--- config.mk ---
export PLATFORM = sky130hd
export DESIGN_NAME = uodc_device_flat
export DESIGN_NICKNAME = d
export VERILOG_FILES = /design/src/uodc_link_if.sv /design/src/uodc_device.sv /design/src/flat_wrapper.sv
export VERILOG_INCLUDE_DIRS = /design/src
export SDC_FILE = /design/constraint.sdc
export NUM_CORES = 1
export LEC_CHECK = 0
export BUFFER_PORTS_ARGS = -buffer_cell sky130_fd_sc_hd__clkbuf_2
export CAP_MARGIN = 40
export CORE_MARGIN = 4
export CORE_UTILIZATION = 58
export DETAILED_ROUTE_END_ITERATION = 12
export GPL_TIMING_DRIVEN = 0
export PLACE_DENSITY = 0.83
export SYNTH_ARGS = -nofsm -noshare
export SYNTH_HDL_FRONTEND = slang
export SYNTH_SLANG_ARGS = --single-unit
--- constraint.sdc ---
create_clock -name clk_i -period 6.1 [get_ports clk_i]
set_input_delay 1.22 -clock clk_i [delete_from_list [all_inputs] [get_ports clk_i]]
set_output_delay 1.22 -clock clk_i [all_outputs]
set_load 0.03 [all_outputs]
--- src/uodc_params.svh ---
// Overview of operation
// - Request clear bit drops VBUS power, self-clears
// - Timer register: bit7 one, page, value
// - One enable per OTG flag, same bit
// - Suspend timeout over 150 ms sets flag; counted only while the HNP request bit is set
// - Negotiation error and VBUS drop set flags
// - Role swap sets flag, mode bit unchanged
// - No connection within 300 ms sets flag
// - Session request sets flag in host mode
// - Firmware powers up in documented order
// - Firmware suspends and resumes in documented order
// - Seven endpoints with per-endpoint size limits
// - Reset: frozen, detached, banks cleared, no pull-up
// - Pull-up only when attached and VBUS present
// - Clearing controller enable resets the controller
// - Bus reset end sets flag, speed latched
// - Endpoint reset clears state, keeps toggle, configuration
// - Bus reset disables endpoints except control
// - Endpoint select routes endpoint register access
// - Disabled or misconfigured endpoint never acknowledges
// - Enable clear resets endpoint and toggle
// - Answer address zero until address enabled
// - Address enable cleared by resets and disable
// - Freeze stops controller, bus reset still seen
`ifndef UODC_PARAMS_SVH
`define UODC_PARAMS_SVH

// Register offsets, byte addresses on the bus
`define UODC_A_CTRL 8'h00
`define UODC_A_TIMER 8'h04
`define UODC_A_OTGEN 8'h08
`define UODC_A_OTGFL 8'h0C
`define UODC_A_STAT 8'h10
`define UODC_A_EPSEL 8'h14
`define UODC_A_EPCFG 8'h18
`define UODC_A_EPRST 8'h1C
`define UODC_A_ADDR 8'h20
`define UODC_A_EPEVT 8'h24
`define UODC_A_OTGCON 8'h28

// Field positions
`define UODC_B_EN 7
`define UODC_B_HOST 6
`define UODC_B_FRZ 5
`define UODC_B_DET 0
`define UODC_B_HNPREQ 5
`define UODC_B_VREQ 1
`define UODC_B_VCLR 0
`define UODC_B_TFIX 7
`define UODC_B_EP_ON 0
`define UODC_B_BANK 4
`define UODC_B_MEM_RES 5
`define UODC_B_TOGRST 6
`define UODC_B_CFG_GOOD 7
`define UODC_B_ADR_ON 7

// Reset values and size limits
`define UODC_CTRL_RST 4'h3
`define UODC_SZ_MAX_EP1 3'h5
`define UODC_SZ_MAX 3'h3

// Timing, times as printed and clock rate
`define UODC_CLK_KHZ 100000
`define UODC_SUSP_TO_MS 150
`define UODC_CONN_TO_MS 300
`define UODC_BRST_CYC 32
`define UODC_RESP_CYC 8'h08

`endif

--- src/uodc_link_if.sv ---
interface uodc_link_if;
	logic vbus_present;
	logic bus_reset;
	logic speed_full;
	logic peer_connect;
	logic suspend;
	logic srp;
	logic neg_error;
	logic role_swap;
	logic vbus_drop;
	logic tok_valid;
	logic [6:0] tok_addr;
	logic [2:0] tok_ep;
	logic dp_pullup;
	logic vbus_power;
	logic tok_ack;
	logic tok_nak;
	modport dev(input vbus_present, bus_reset, speed_full, peer_connect,
		suspend, srp, neg_error, role_swap, vbus_drop, tok_valid, tok_addr,
		tok_ep, output dp_pullup, vbus_power, tok_ack, tok_nak);
	modport host(output vbus_present, bus_reset, speed_full, peer_connect,
		suspend, srp, neg_error, role_swap, vbus_drop, tok_valid, tok_addr,
		tok_ep, input dp_pullup, vbus_power, tok_ack, tok_nak);
endinterface

--- src/uodc_device.sv ---
// Decided for this implementation: the Wishbone interface to the registers and the placing of the registers.
`include "uodc_params.svh"
module uodc_device #(
	parameter int NUM_EP = 7,
	parameter int SUSP_TO_CYC = `UODC_SUSP_TO_MS * `UODC_CLK_KHZ,
	parameter int CONN_TO_CYC = `UODC_CONN_TO_MS * `UODC_CLK_KHZ
) (
	input wire logic clk_i, // System clock
	input wire logic rst_i, // Power-up reset, sync
	input wire logic cyc_i, // Wishbone cycle
	input wire logic stb_i, // Wishbone strobe
	input wire logic we_i, // Wishbone write
	input wire logic [7:0] adr_i, // Byte address
	input wire logic [3:0] sel_i, // Byte lanes
	input wire logic [31:0] dat_i, // Write data
	output logic [31:0] dat_o, // Read data
	output logic ack_o, // Wishbone ack
	output logic otg_irq_o, // OTG interrupt request
	uodc_link_if.dev link // Bus side
);
	// Size limits are fixed per endpoint number
	generate
		if (NUM_EP != 7 || SUSP_TO_CYC < 2 || CONN_TO_CYC < 2) begin : g_chk
			$error("uodc_device: unsupported parameters");
		end
	endgenerate

	// Legal configuration: size code within the endpoint's limit, no bank on endpoint 0
	function automatic logic uodc_cfg_ok(input int ep, input logic [2:0] sz,
		input logic bk);
		logic [2:0] lim;
		lim = (ep == 1) ? `UODC_SZ_MAX_EP1 : `UODC_SZ_MAX;
		return (sz <= lim) && !(ep == 0 && bk);
	endfunction

	function automatic logic hit(input logic [7:0] a, input logic [7:0] off);
		return a == off;
	endfunction

	logic ack_ff, en_ff, host_ff, frz_ff, det_ff, crst, wr;
	logic [31:0] dat_ff;
	logic [7:0] d, rd;
	logic hnp_ff, vreq_ff, irq_ff, pull_ff, brst_q_ff, eorst_ff, speed_ff;
	logic brst_end, tok_go, tok_ok, tack_ff, tnak_ff, susp_hit, conn_hit;
	logic [1:0] page_ff;
	logic [1:0] tval_ff [4];
	logic [5:0] oen_ff, ofl_ff, ev;
	logic [31:0] susp_cnt_ff, conn_cnt_ff;
	logic [6:0] addr_ff, cur_addr;
	logic aen_ff;
	logic [2:0] sel_ep_ff;
	logic [NUM_EP-1:0] ep_en_ff, ep_tog_ff, ep_evt_ff, ep_bk_ff, ep_al_ff;
	logic [NUM_EP-1:0] cfg_good, tok_hit;
	logic [2:0] ep_sz_ff [NUM_EP];
	logic sel_ok;

	////////////////////////////////////////////////////////////////////////
	// Wishbone slave
	////////////////////////////////////////////////////////////////////////

	// Write lands on the edge at which the master sees ack
	assign wr = cyc_i & stb_i & we_i & ack_ff & sel_i[0];
	assign d = dat_i[7:0];
	// Controller state is cleared by power-up or by disable
	assign crst = rst_i | ~en_ff;

	// Ack one cycle after the request, dropped the cycle after
	always_ff @(posedge clk_i) begin
		if (rst_i) begin
			ack_ff <= 1'b0;
			dat_ff <= 32'h0000_0000;
		end else begin
			ack_ff <= cyc_i & stb_i & ~ack_ff;
			dat_ff <= {24'h00_0000, rd};
		end
	end
	assign ack_o = ack_ff;
	assign dat_o = dat_ff;

	assign sel_ok = 32'(sel_ep_ff) < NUM_EP;

	// Read mux; unmapped offsets read zero
	always_comb begin
		rd = 8'h00;
		case (adr_i)
			`UODC_A_CTRL: rd = {en_ff, host_ff, frz_ff, 4'h0, det_ff};
			`UODC_A_TIMER: rd = {1'b1, page_ff, 3'h0, tval_ff[page_ff]};
			`UODC_A_OTGEN: rd = {2'h0, oen_ff};
			`UODC_A_OTGFL: rd = {2'h0, ofl_ff};
			`UODC_A_STAT: rd = {3'h0, eorst_ff, speed_ff, 1'b0, pull_ff,
				link.vbus_present};
			`UODC_A_EPSEL: rd = {5'h00, sel_ep_ff};
			`UODC_A_EPCFG: if (sel_ok) begin
				rd = {cfg_good[sel_ep_ff], 1'b0, ep_al_ff[sel_ep_ff],
					ep_bk_ff[sel_ep_ff], ep_sz_ff[sel_ep_ff],
					ep_en_ff[sel_ep_ff]};
			end
			`UODC_A_ADDR: rd = {aen_ff, addr_ff};
			`UODC_A_EPEVT: if (sel_ok) begin
				rd = {6'h00, ep_tog_ff[sel_ep_ff], ep_evt_ff[sel_ep_ff]};
			end
			// Request clear bit always reads zero
			`UODC_A_OTGCON: rd = {2'h0, hnp_ff, 3'h0, vreq_ff, 1'b0};
			default: rd = 8'h00;
		endcase
	end

	////////////////////////////////////////////////////////////////////////
	// Global control and OTG
	////////////////////////////////////////////////////////////////////////

	// Comes up frozen and detached
	always_ff @(posedge clk_i) begin
		if (rst_i) begin
			en_ff <= 1'b0;
			host_ff <= 1'b0;
			{frz_ff, det_ff} <= 2'(`UODC_CTRL_RST);
		end else if (wr && hit(adr_i, `UODC_A_CTRL)) begin
			en_ff <= d[`UODC_B_EN];
			host_ff <= d[`UODC_B_HOST];
			frz_ff <= d[`UODC_B_FRZ];
			det_ff <= d[`UODC_B_DET];
		end
	end

	// Timer page and one stored value per page
	always_ff @(posedge clk_i) begin
		if (rst_i) begin
			page_ff <= 2'h0;
			tval_ff <= '{default: 2'h0};
		end else if (wr && hit(adr_i, `UODC_A_TIMER)) begin
			page_ff <= d[6:5];
			tval_ff[d[6:5]] <= d[1:0];
		end
	end

	// VBUS request; clear bit and missing peer both drop it
	always_ff @(posedge clk_i) begin
		if (rst_i) begin
			hnp_ff <= 1'b0;
			vreq_ff <= 1'b0;
		end else begin
			if (wr && hit(adr_i, `UODC_A_OTGCON)) begin
				hnp_ff <= d[`UODC_B_HNPREQ];
				vreq_ff <= d[`UODC_B_VREQ] & ~d[`UODC_B_VCLR];
			end
			if (conn_hit) begin
				vreq_ff <= 1'b0;
			end
		end
	end
	assign link.vbus_power = vreq_ff;

	// Peer must connect while VBUS is being delivered
	always_ff @(posedge clk_i) begin
		if (rst_i || !vreq_ff || link.peer_connect) begin
			conn_cnt_ff <= 32'h0000_0000;
		end else begin
			conn_cnt_ff <= conn_cnt_ff + 32'h0000_0001;
		end
	end
	assign conn_hit = conn_cnt_ff == 32'(CONN_TO_CYC - 1);

	// Suspend watchdog saturates so it fires once per suspend
	always_ff @(posedge clk_i) begin
		if (rst_i || !link.suspend || !hnp_ff) begin
			susp_cnt_ff <= 32'h0000_0000;
		end else if (susp_cnt_ff != 32'(SUSP_TO_CYC)) begin
			susp_cnt_ff <= susp_cnt_ff + 32'h0000_0001;
		end
	end
	assign susp_hit = susp_cnt_ff == 32'(SUSP_TO_CYC - 1);

	// Event sources, one bit per flag
	assign ev = {susp_hit, link.neg_error, link.role_swap, conn_hit,
		link.vbus_drop, link.srp & host_ff};

	// Flags: write zero clears, a new event wins
	always_ff @(posedge clk_i) begin
		if (rst_i) begin
			ofl_ff <= 6'h00;
		end else if (wr && hit(adr_i, `UODC_A_OTGFL)) begin
			ofl_ff <= (ofl_ff & d[5:0]) | ev;
		end else begin
			ofl_ff <= ofl_ff | ev;
		end
	end

	// Enables share bit positions with the flags
	always_ff @(posedge clk_i) begin
		if (rst_i) begin
			oen_ff <= 6'h00;
			irq_ff <= 1'b0;
		end else begin
			if (wr && hit(adr_i, `UODC_A_OTGEN)) begin
				oen_ff <= d[5:0];
			end
			irq_ff <= |(ofl_ff & oen_ff);
		end
	end
	assign otg_irq_o = irq_ff;

	////////////////////////////////////////////////////////////////////////
	// Device controller
	////////////////////////////////////////////////////////////////////////

	// Bus reset seen even while frozen
	assign brst_end = brst_q_ff & ~link.bus_reset;

	// Attach, bus reset end, speed
	always_ff @(posedge clk_i) begin
		if (crst) begin
			pull_ff <= 1'b0;
			brst_q_ff <= 1'b0;
			eorst_ff <= 1'b0;
			speed_ff <= 1'b0;
		end else begin
			pull_ff <= ~det_ff & link.vbus_present;
			brst_q_ff <= link.bus_reset;
			if (wr && hit(adr_i, `UODC_A_STAT)) begin
				eorst_ff <= eorst_ff & d[4];
			end
			if (brst_end) begin
				eorst_ff <= 1'b1;
				speed_ff <= link.speed_full;
			end
		end
	end
	assign link.dp_pullup = pull_ff;

	// Address and select; firmware sets enable in a later write
	always_ff @(posedge clk_i) begin
		if (crst) begin
			addr_ff <= 7'h00;
			aen_ff <= 1'b0;
			sel_ep_ff <= 3'h0;
		end else begin
			if (wr && hit(adr_i, `UODC_A_ADDR)) begin
				addr_ff <= d[6:0];
				aen_ff <= d[`UODC_B_ADR_ON];
			end
			if (wr && hit(adr_i, `UODC_A_EPSEL)) begin
				sel_ep_ff <= d[2:0];
			end
			if (link.bus_reset) begin
				addr_ff <= 7'h00;
				aen_ff <= 1'b0;
			end
		end
	end
	assign cur_addr = aen_ff ? addr_ff : 7'h00;

	// Frozen clock: no token is served
	assign tok_go = link.tok_valid & ~frz_ff & pull_ff &
		(link.tok_addr == cur_addr) & (32'(link.tok_ep) < NUM_EP);
	assign tok_ok = tok_go && ep_en_ff[link.tok_ep] && cfg_good[link.tok_ep];

	// Handshake answer one cycle after the token
	always_ff @(posedge clk_i) begin
		if (crst) begin
			tack_ff <= 1'b0;
			tnak_ff <= 1'b0;
		end else begin
			tack_ff <= tok_ok;
			tnak_ff <= tok_go & ~tok_ok;
		end
	end
	assign link.tok_ack = tack_ff;
	assign link.tok_nak = tnak_ff;

	// Per-endpoint configuration and state
	genvar gi;
	generate
		for (gi = 0; gi < NUM_EP; gi++) begin : g_ep
			logic cw, ew, rs;
			assign cfg_good[gi] = uodc_cfg_ok(gi, ep_sz_ff[gi],
				ep_bk_ff[gi]);
			assign tok_hit[gi] = tok_ok && (32'(link.tok_ep) == gi);
			assign cw = wr && hit(adr_i, `UODC_A_EPCFG) && (32'(sel_ep_ff) == gi);
			assign ew = wr && hit(adr_i, `UODC_A_EPEVT) && (32'(sel_ep_ff) == gi);
			assign rs = wr && hit(adr_i, `UODC_A_EPRST) && d[gi];

			always_ff @(posedge clk_i) begin
				if (crst) begin
					ep_en_ff[gi] <= 1'b0;
					ep_sz_ff[gi] <= 3'h0;
					ep_bk_ff[gi] <= 1'b0;
					ep_al_ff[gi] <= 1'b0;
				end else begin
					if (cw) begin
						ep_en_ff[gi] <= d[`UODC_B_EP_ON];
						ep_sz_ff[gi] <= d[3:1];
						ep_bk_ff[gi] <= d[`UODC_B_BANK];
						ep_al_ff[gi] <= d[`UODC_B_MEM_RES];
					end
					if (link.bus_reset && gi != 0) begin
						ep_en_ff[gi] <= 1'b0;
					end
				end
			end

			// Toggle survives endpoint reset, not enable clear
			always_ff @(posedge clk_i) begin
				if (crst) begin
					ep_tog_ff[gi] <= 1'b0;
				end else if (cw && (d[`UODC_B_TOGRST] || !d[`UODC_B_EP_ON])) begin
					ep_tog_ff[gi] <= 1'b0;
				end else if (tok_hit[gi]) begin
					ep_tog_ff[gi] <= ~ep_tog_ff[gi];
				end
			end

			// Event bit held clear while disabled or in endpoint reset; set wins over write clear
			always_ff @(posedge clk_i) begin
				if (crst || !ep_en_ff[gi] || rs) begin
					ep_evt_ff[gi] <= 1'b0;
				end else if (ew) begin
					ep_evt_ff[gi] <= (ep_evt_ff[gi] & d[0]) | tok_hit[gi];
				end else begin
					ep_evt_ff[gi] <= ep_evt_ff[gi] | tok_hit[gi];
				end
			end
		end
	endgenerate
endmodule

--- src/flat_wrapper.sv ---
// flat-port wrapper written by rule: the top's interface ports become plain ports
module uodc_device_flat 
#(
	parameter int NUM_EP = 7,
	parameter int SUSP_TO_CYC = `UODC_SUSP_TO_MS * `UODC_CLK_KHZ,
	parameter int CONN_TO_CYC = `UODC_CONN_TO_MS * `UODC_CLK_KHZ
)
  (clk_i, rst_i, cyc_i, stb_i, we_i, adr_i, sel_i, dat_i, dat_o, ack_o, otg_irq_o, link_vbus_present, link_bus_reset, link_speed_full, link_peer_connect, link_suspend, link_srp, link_neg_error, link_role_swap, link_vbus_drop, link_tok_valid, link_tok_addr, link_tok_ep, link_dp_pullup, link_vbus_power, link_tok_ack, link_tok_nak);
  uodc_link_if link_i ();
  input wire logic clk_i;
  input wire logic rst_i;
  input wire logic cyc_i;
  input wire logic stb_i;
  input wire logic we_i;
  input wire logic [7:0] adr_i;
  input wire logic [3:0] sel_i;
  input wire logic [31:0] dat_i;
  output logic [31:0] dat_o;
  output logic ack_o;
  output logic otg_irq_o;
  input wire logic [$bits(link_i.vbus_present)-1:0] link_vbus_present;
  input wire logic [$bits(link_i.bus_reset)-1:0] link_bus_reset;
  input wire logic [$bits(link_i.speed_full)-1:0] link_speed_full;
  input wire logic [$bits(link_i.peer_connect)-1:0] link_peer_connect;
  input wire logic [$bits(link_i.suspend)-1:0] link_suspend;
  input wire logic [$bits(link_i.srp)-1:0] link_srp;
  input wire logic [$bits(link_i.neg_error)-1:0] link_neg_error;
  input wire logic [$bits(link_i.role_swap)-1:0] link_role_swap;
  input wire logic [$bits(link_i.vbus_drop)-1:0] link_vbus_drop;
  input wire logic [$bits(link_i.tok_valid)-1:0] link_tok_valid;
  input wire logic [$bits(link_i.tok_addr)-1:0] link_tok_addr;
  input wire logic [$bits(link_i.tok_ep)-1:0] link_tok_ep;
  output wire logic [$bits(link_i.dp_pullup)-1:0] link_dp_pullup;
  output wire logic [$bits(link_i.vbus_power)-1:0] link_vbus_power;
  output wire logic [$bits(link_i.tok_ack)-1:0] link_tok_ack;
  output wire logic [$bits(link_i.tok_nak)-1:0] link_tok_nak;
  assign link_i.vbus_present = link_vbus_present;
  assign link_i.bus_reset = link_bus_reset;
  assign link_i.speed_full = link_speed_full;
  assign link_i.peer_connect = link_peer_connect;
  assign link_i.suspend = link_suspend;
  assign link_i.srp = link_srp;
  assign link_i.neg_error = link_neg_error;
  assign link_i.role_swap = link_role_swap;
  assign link_i.vbus_drop = link_vbus_drop;
  assign link_i.tok_valid = link_tok_valid;
  assign link_i.tok_addr = link_tok_addr;
  assign link_i.tok_ep = link_tok_ep;
  assign link_dp_pullup = link_i.dp_pullup;
  assign link_vbus_power = link_i.vbus_power;
  assign link_tok_ack = link_i.tok_ack;
  assign link_tok_nak = link_i.tok_nak;
  uodc_device #(.NUM_EP(NUM_EP), .SUSP_TO_CYC(SUSP_TO_CYC), .CONN_TO_CYC(CONN_TO_CYC)) u_core (.clk_i(clk_i), .rst_i(rst_i), .cyc_i(cyc_i), .stb_i(stb_i), .we_i(we_i), .adr_i(adr_i), .sel_i(sel_i), .dat_i(dat_i), .dat_o(dat_o), .ack_o(ack_o), .otg_irq_o(otg_irq_o), .link(link_i));
endmodule
# --- Word-level counts from Yosys, hierarchy flattened ---
# Memory sizes are Yosys's and may differ from the RTL's. A register that Yosys moved wholly into a read port is not among the register bits.
# Cells that the tools add are included.
totals:
  regBits: 178
  mem_bits_rw: 21
  input_bits: 69
  wordCells: 333
  memories: 1
op_classes:
  n_addsub: 2
  order_cmp: 14
  eq_ne: 26
  mux: 68
  bitwise_logic: 64
  reduce_logical: 95
memory_table:
  columns: ["memory", "depth", "word_bits", "rd", "rd_clocked_by_memory_dff", "write_ports", "line", "rtl"]
  rows:
  - ["u_core.ep_sz_ff", 7, 3, 8, 1, 7, "uodc_device.sv:54", "logic [2:0] ep_sz_ff [NUM_EP];"]
op_table:
  columns: ["op", "n"]
  rows:
  - ["case mux 8 bit (10 select lines)", 1]
  - ["adder 32 x 1 -> 32 bit (second input constant)", 2]
  - ["logical AND 1 bit", 50]
  - ["2-to-1 mux 1 bit", 40]
  - ["equality test 32 x 24 -> 1 bit (second input constant)", 1]
  - ["equality test 32 x 25 -> 1 bit (second input constant)", 1]
  - ["equality test 8 x 5 -> 1 bit (second input constant)", 4]
  - ["inequality test 32 x 24 -> 1 bit (second input constant)", 1]
  - ["2-to-1 mux 3 bit", 9]
  - ["binary-select mux 1 bit (select 3 bit)", 8]
  - ["equality test 8 x 6 -> 1 bit (second input constant)", 3]
  - ["bitwise AND 1 bit", 22]
  - ["bitwise OR 1 bit", 22]
  - ["logical OR 1 bit", 19]
  - ["equality test 3 bit (second input constant)", 6]
  - ["less-or-equal comparator 3 x 2 -> 1 bit (second input constant)", 6]
  - ["OR reduction 2 bit", 9]
  - ["equality test 8 x 4 -> 1 bit (second input constant)", 2]
  - ["inverter 1 bit", 14]
  - ["bitwise AND 6 bit", 2]
  - ["equality test 3 x 2 -> 1 bit (second input constant)", 4]
  - ["logical NOT 1 bit", 12]
  - ["bitwise OR 6 bit", 2]
  - ["bitwise mux 8 bit", 1]
  - ["19 further kinds", 28]

# --- Longest topological paths before layout ---
depth:
  ltp_word: 10
  mapped_depth: 7
  mapped_depth_nobuf: 6

# --- Least setup slack after synthesis ---
# OpenSTA, ideal clock, no wires.
synth_timing:
  path_type: "input to register"
  startpoint: "in adr_i[2]"
  endpoint: "mem u_core.ep_sz_ff[2][0] (enable)"
  setup_time_ns: 0.306
  t_arrival_ns: 2.773
  t_required_ns: 5.794
  setup_slack_ns: 3.021
  stages: 6
  path_cell_list: "buf_2 or4b_1 clkbuf_1 nor4_4 nand3_1 nand2_1"
synth_lines:
  columns: ["element", "line", "rtl"]
  rows:
  - ["start: declaration", "flat_wrapper.sv:15", "input wire logic [7:0] adr_i;"]
  - ["end: declaration", "uodc_device.sv:54", null]

==> impl_results.md <==
- Status: finished clean
- Post-route DRC: 0
- Synth warn: 0
- Layout cell share with drive strength beyond 1: 14.10%
- Post-CTS sizing: 0
- Switch share: 21.85%
- Leak pwr: 3.550 nW
- Cts bufs inserted: 17
- Critical Path AT: 3.31 ns
- Sequential power share: 49.1%
- Commonest cells post-synth: dfxtp_1 (157), nor2_1 (144), mux2i_1 (73), nand2_1 (69)
- Routing usage on met2: 39.45%
- Die width: 132.1 µm
- Worst Path Required: 6.23 ns
- Pin count of the biggest net entering global routing: 17
- Congestion Overflow GR: 0
- Setup TNS: 0 ns
- Global-route usage over all layers: 27.11%
- Ant diodes: 0
- Top FF cell, synth: dfxtp_1
- Layout Nets: 1,158
- Setup CP Type: primary input to register
- Synth top area cells: dfxtp_1 (35%), mux2i_1 (8.2%), edfxtp_1 (7.1%)
- Leading area contributor after synthesis: dfxtp_1
- Routability congestion estimate from global placement: 0.9459
- Maximum clock path buffer count: 2
- Max IR drop VDD: 0.1764 mV
- Clock Power Share: 46.7%
- Hold Startpoint: u_core.conn_cnt_ff[0]
- # fillers: 1,184
- Synth Cell Area: 8929 µm²
- Final worst path period need: 3.181 ns
- Clk sinks: 178
- Max cap viols: 0
- Tcrit/Tclk final: 52.14%
- Ports: 107
- P&R area growth vs syn: 13.36%
- Met1 usage: 37.50%
- Internal Pwr Total: 0.001886 W
- Post-Route WL: 23,970 µm
- Total power draw: 0.002413 W
- Hpwl dp: 16,880 µm
- Count of cell types in the netlist: 74
- Clock slew at reported path FFs: 0.07 ns
- RSZ-0062 raised after global routing: no
- Tightest Pin Transition: 0.8798 ns
- M3 GR Usage: 6.947%
- Pwr per Cell Area: 238.4 nW/µm²
- Most common cell in the netlist: dfxtp_1
- Routed Antenna Nets: 0
- Die area: 17,440 µm²
- Critical Path Start Type: primary input
- Htree depth: 4
- Via/cell ratio: 6.170
- Average wire per standard cell: 18.62 µm
- Syn Area/Cell: 9.001 µm²
- #FFs+latches synth: 178
- Area share of the largest cell type after synthesis: 35.20%
- Final slew viol count: 0
- Register area share after synthesis: 42.26%
- Antenna violations before repair: 0
- EDFF count, synth: 21
- Die Height: 132.1 µm
- Core area: 15,150 µm²
- Slew headroom: 41.24%
- Via count: 7,941
- Comb power frac: 4.3%
- Final Skew: 0.009096 ns
- CTS tree: built
- Starting Density: 58.95%
- CP Capture Type: register
- Grt peak-use layer: met2
- Max FO, Critical Path: 8
- Initial DRC count: 1,082
- CP startpoint: adr_i[1]
- Post-route cell area: 10,120 µm²
- Number of global-route vias before repair: 7,366
- Pre-antenna DRT Iters: 6
- CTS Hold Bufs: 0
- Synthesized instance count: 992
- Post-CTS Setup Repair Bufs: 0
- Total net switching power: 0.0005271 W
- Final core occ: 66.82%
- Final Hold Fails: 0
- Hold/Removal Path Class: register to register
- Placed instance area: 9504 µm²
- Clock root buffer: clkbuf_16
- Num rows: 45
- Setup violations, final: 0
- Worst-Skew Late Latency: 0.44 ns
- Async set-or-reset flop fraction in the synthesized netlist: 0%
- Port buffer count: 50
- First-pass GRT wire length: 38,120 µm
- Hold_ws: 0.4606 ns
- R2R Path Start: u_core.sel_ep_ff[1]
- Fmax: 314.4 MHz
[path summary, 6_finish.rpt]
| path | depth (start not counted) | end | slack [ns] |
|---|---|---|---|
| worst max-delay path | 6 | u_core.ep_sz_ff[4][0] | 2.92 |
| worst min-delay path | 1 | u_core.conn_cnt_ff[0] | 0.46 |
| worst max register to register | 5 | u_core.ep_sz_ff[6][0] | 3.18 |
| worst min register to register | 1 | u_core.conn_cnt_ff[0] | 0.46 |
[stage by stage]
step | instances | setup WS [ns]
floorplan | 1015 | 3.021
global placement | 1253 | 2.557
detailed placement | 1254 | 2.558
CTS | 1286 | 2.996
global route | 1287 | 2.813
finish | 1287 | 2.919
[logic make-up (layout without fill, tap and decap cells)]
group	count (synthesis)	in the layout	share of synthesized area, %
muxes	90	90	11.59
xor gates and xnor gates	51	51	5.003
DFF	178	178	42.26
and+or+nand+nor	445	445	26.36
buffers and inverters	103	187	5.549
adders and majority gates	3	3	0.4204
AOI/OAI and AO/OA	121	121	8.773
other	1	24	0.04200
[per-layer routing]
metal | vias to the layer above | wire [µm]
li1 | 3688 | -
met1 | 3747 | 10630
met2 | 437 | 10340
met3 | 69 | 2141
met4 | 0 | 860
met5 | - | 0
[flip-flops by register name, indices dropped and copies added (netlist names), 2 cells and up, named ones only]
signal              cells
u_core.conn_cnt_ff     32
u_core.susp_cnt_ff     32
u_core.ep_sz_ff        21
u_core.dat_o            8
u_core.tval_ff          8
u_core.addr_ff          7
u_core.ep_al_ff         7
u_core.ep_bk_ff         7
u_core.ep_en_ff         7
u_core.ep_evt_ff        7
u_core.ep_tog_ff        7
u_core.oen_ff           6
u_core.ofl_ff           6
u_core.sel_ep_ff        3
u_core.page_ff          2
[power groups by stage]
stage          clock, W  sequential (W)  combinational [W]
2_1_floorplan         0         0.00121          0.0000637
3_3_place_gp          0         0.00121          0.0000972
3_5_place_dp          0         0.00121          0.0000990
4_1_cts         0.00113         0.00118          0.0000995
5_1_grt         0.00119         0.00118           0.000108
6_report        0.00113         0.00118           0.000103
[cell type report]
cell class              instances  area [µm²]  area share [%]
plain buffers                  82       416.7           4.117
clock buffers                  25       515.5           5.093
clock inverters                 7       96.34          0.9519
inverters                      21       78.83          0.7788
multi-input cells             734        4746           46.89
flip-flops and latches        178        3774           37.29
well taps                     188       235.2           2.324
repair buffers                 52       259.0           2.559
[worst max-delay path: stages]
cell and delay [ns]:
clkbuf_2 0.16, or4b_1 0.53, clkbuf_1 0.18, nor2_1 0.37
nand4_1 0.53, nand2_1 0.33
[placed cells by master (no fill, tap or decap), types with 7 or more instances in the layout]
cell type / n
or4_1: 14
nand2b_1: 14
clkbuf_16: 17
a31oi_1: 7
and3_1: 14
nand2_1: 69
o211ai_1: 13
nand3b_1: 11
dfxtp_1: 157
clkbuf_1: 47
nor3_1: 24
buf_4: 25
o21ai_0: 30
edfxtp_1: 21
mux2_2: 7
inv_1: 21
mux2i_1: 73
clkbuf_2: 52
nand3_1: 45
xor2_1: 15
a21oi_1: 34
nand4_1: 23
conb_1: 24
nor2_1: 144
or3_1: 10
xnor2_1: 36
mux4_2: 10
nor4_1: 21
(Power assumes the default switching activity.)
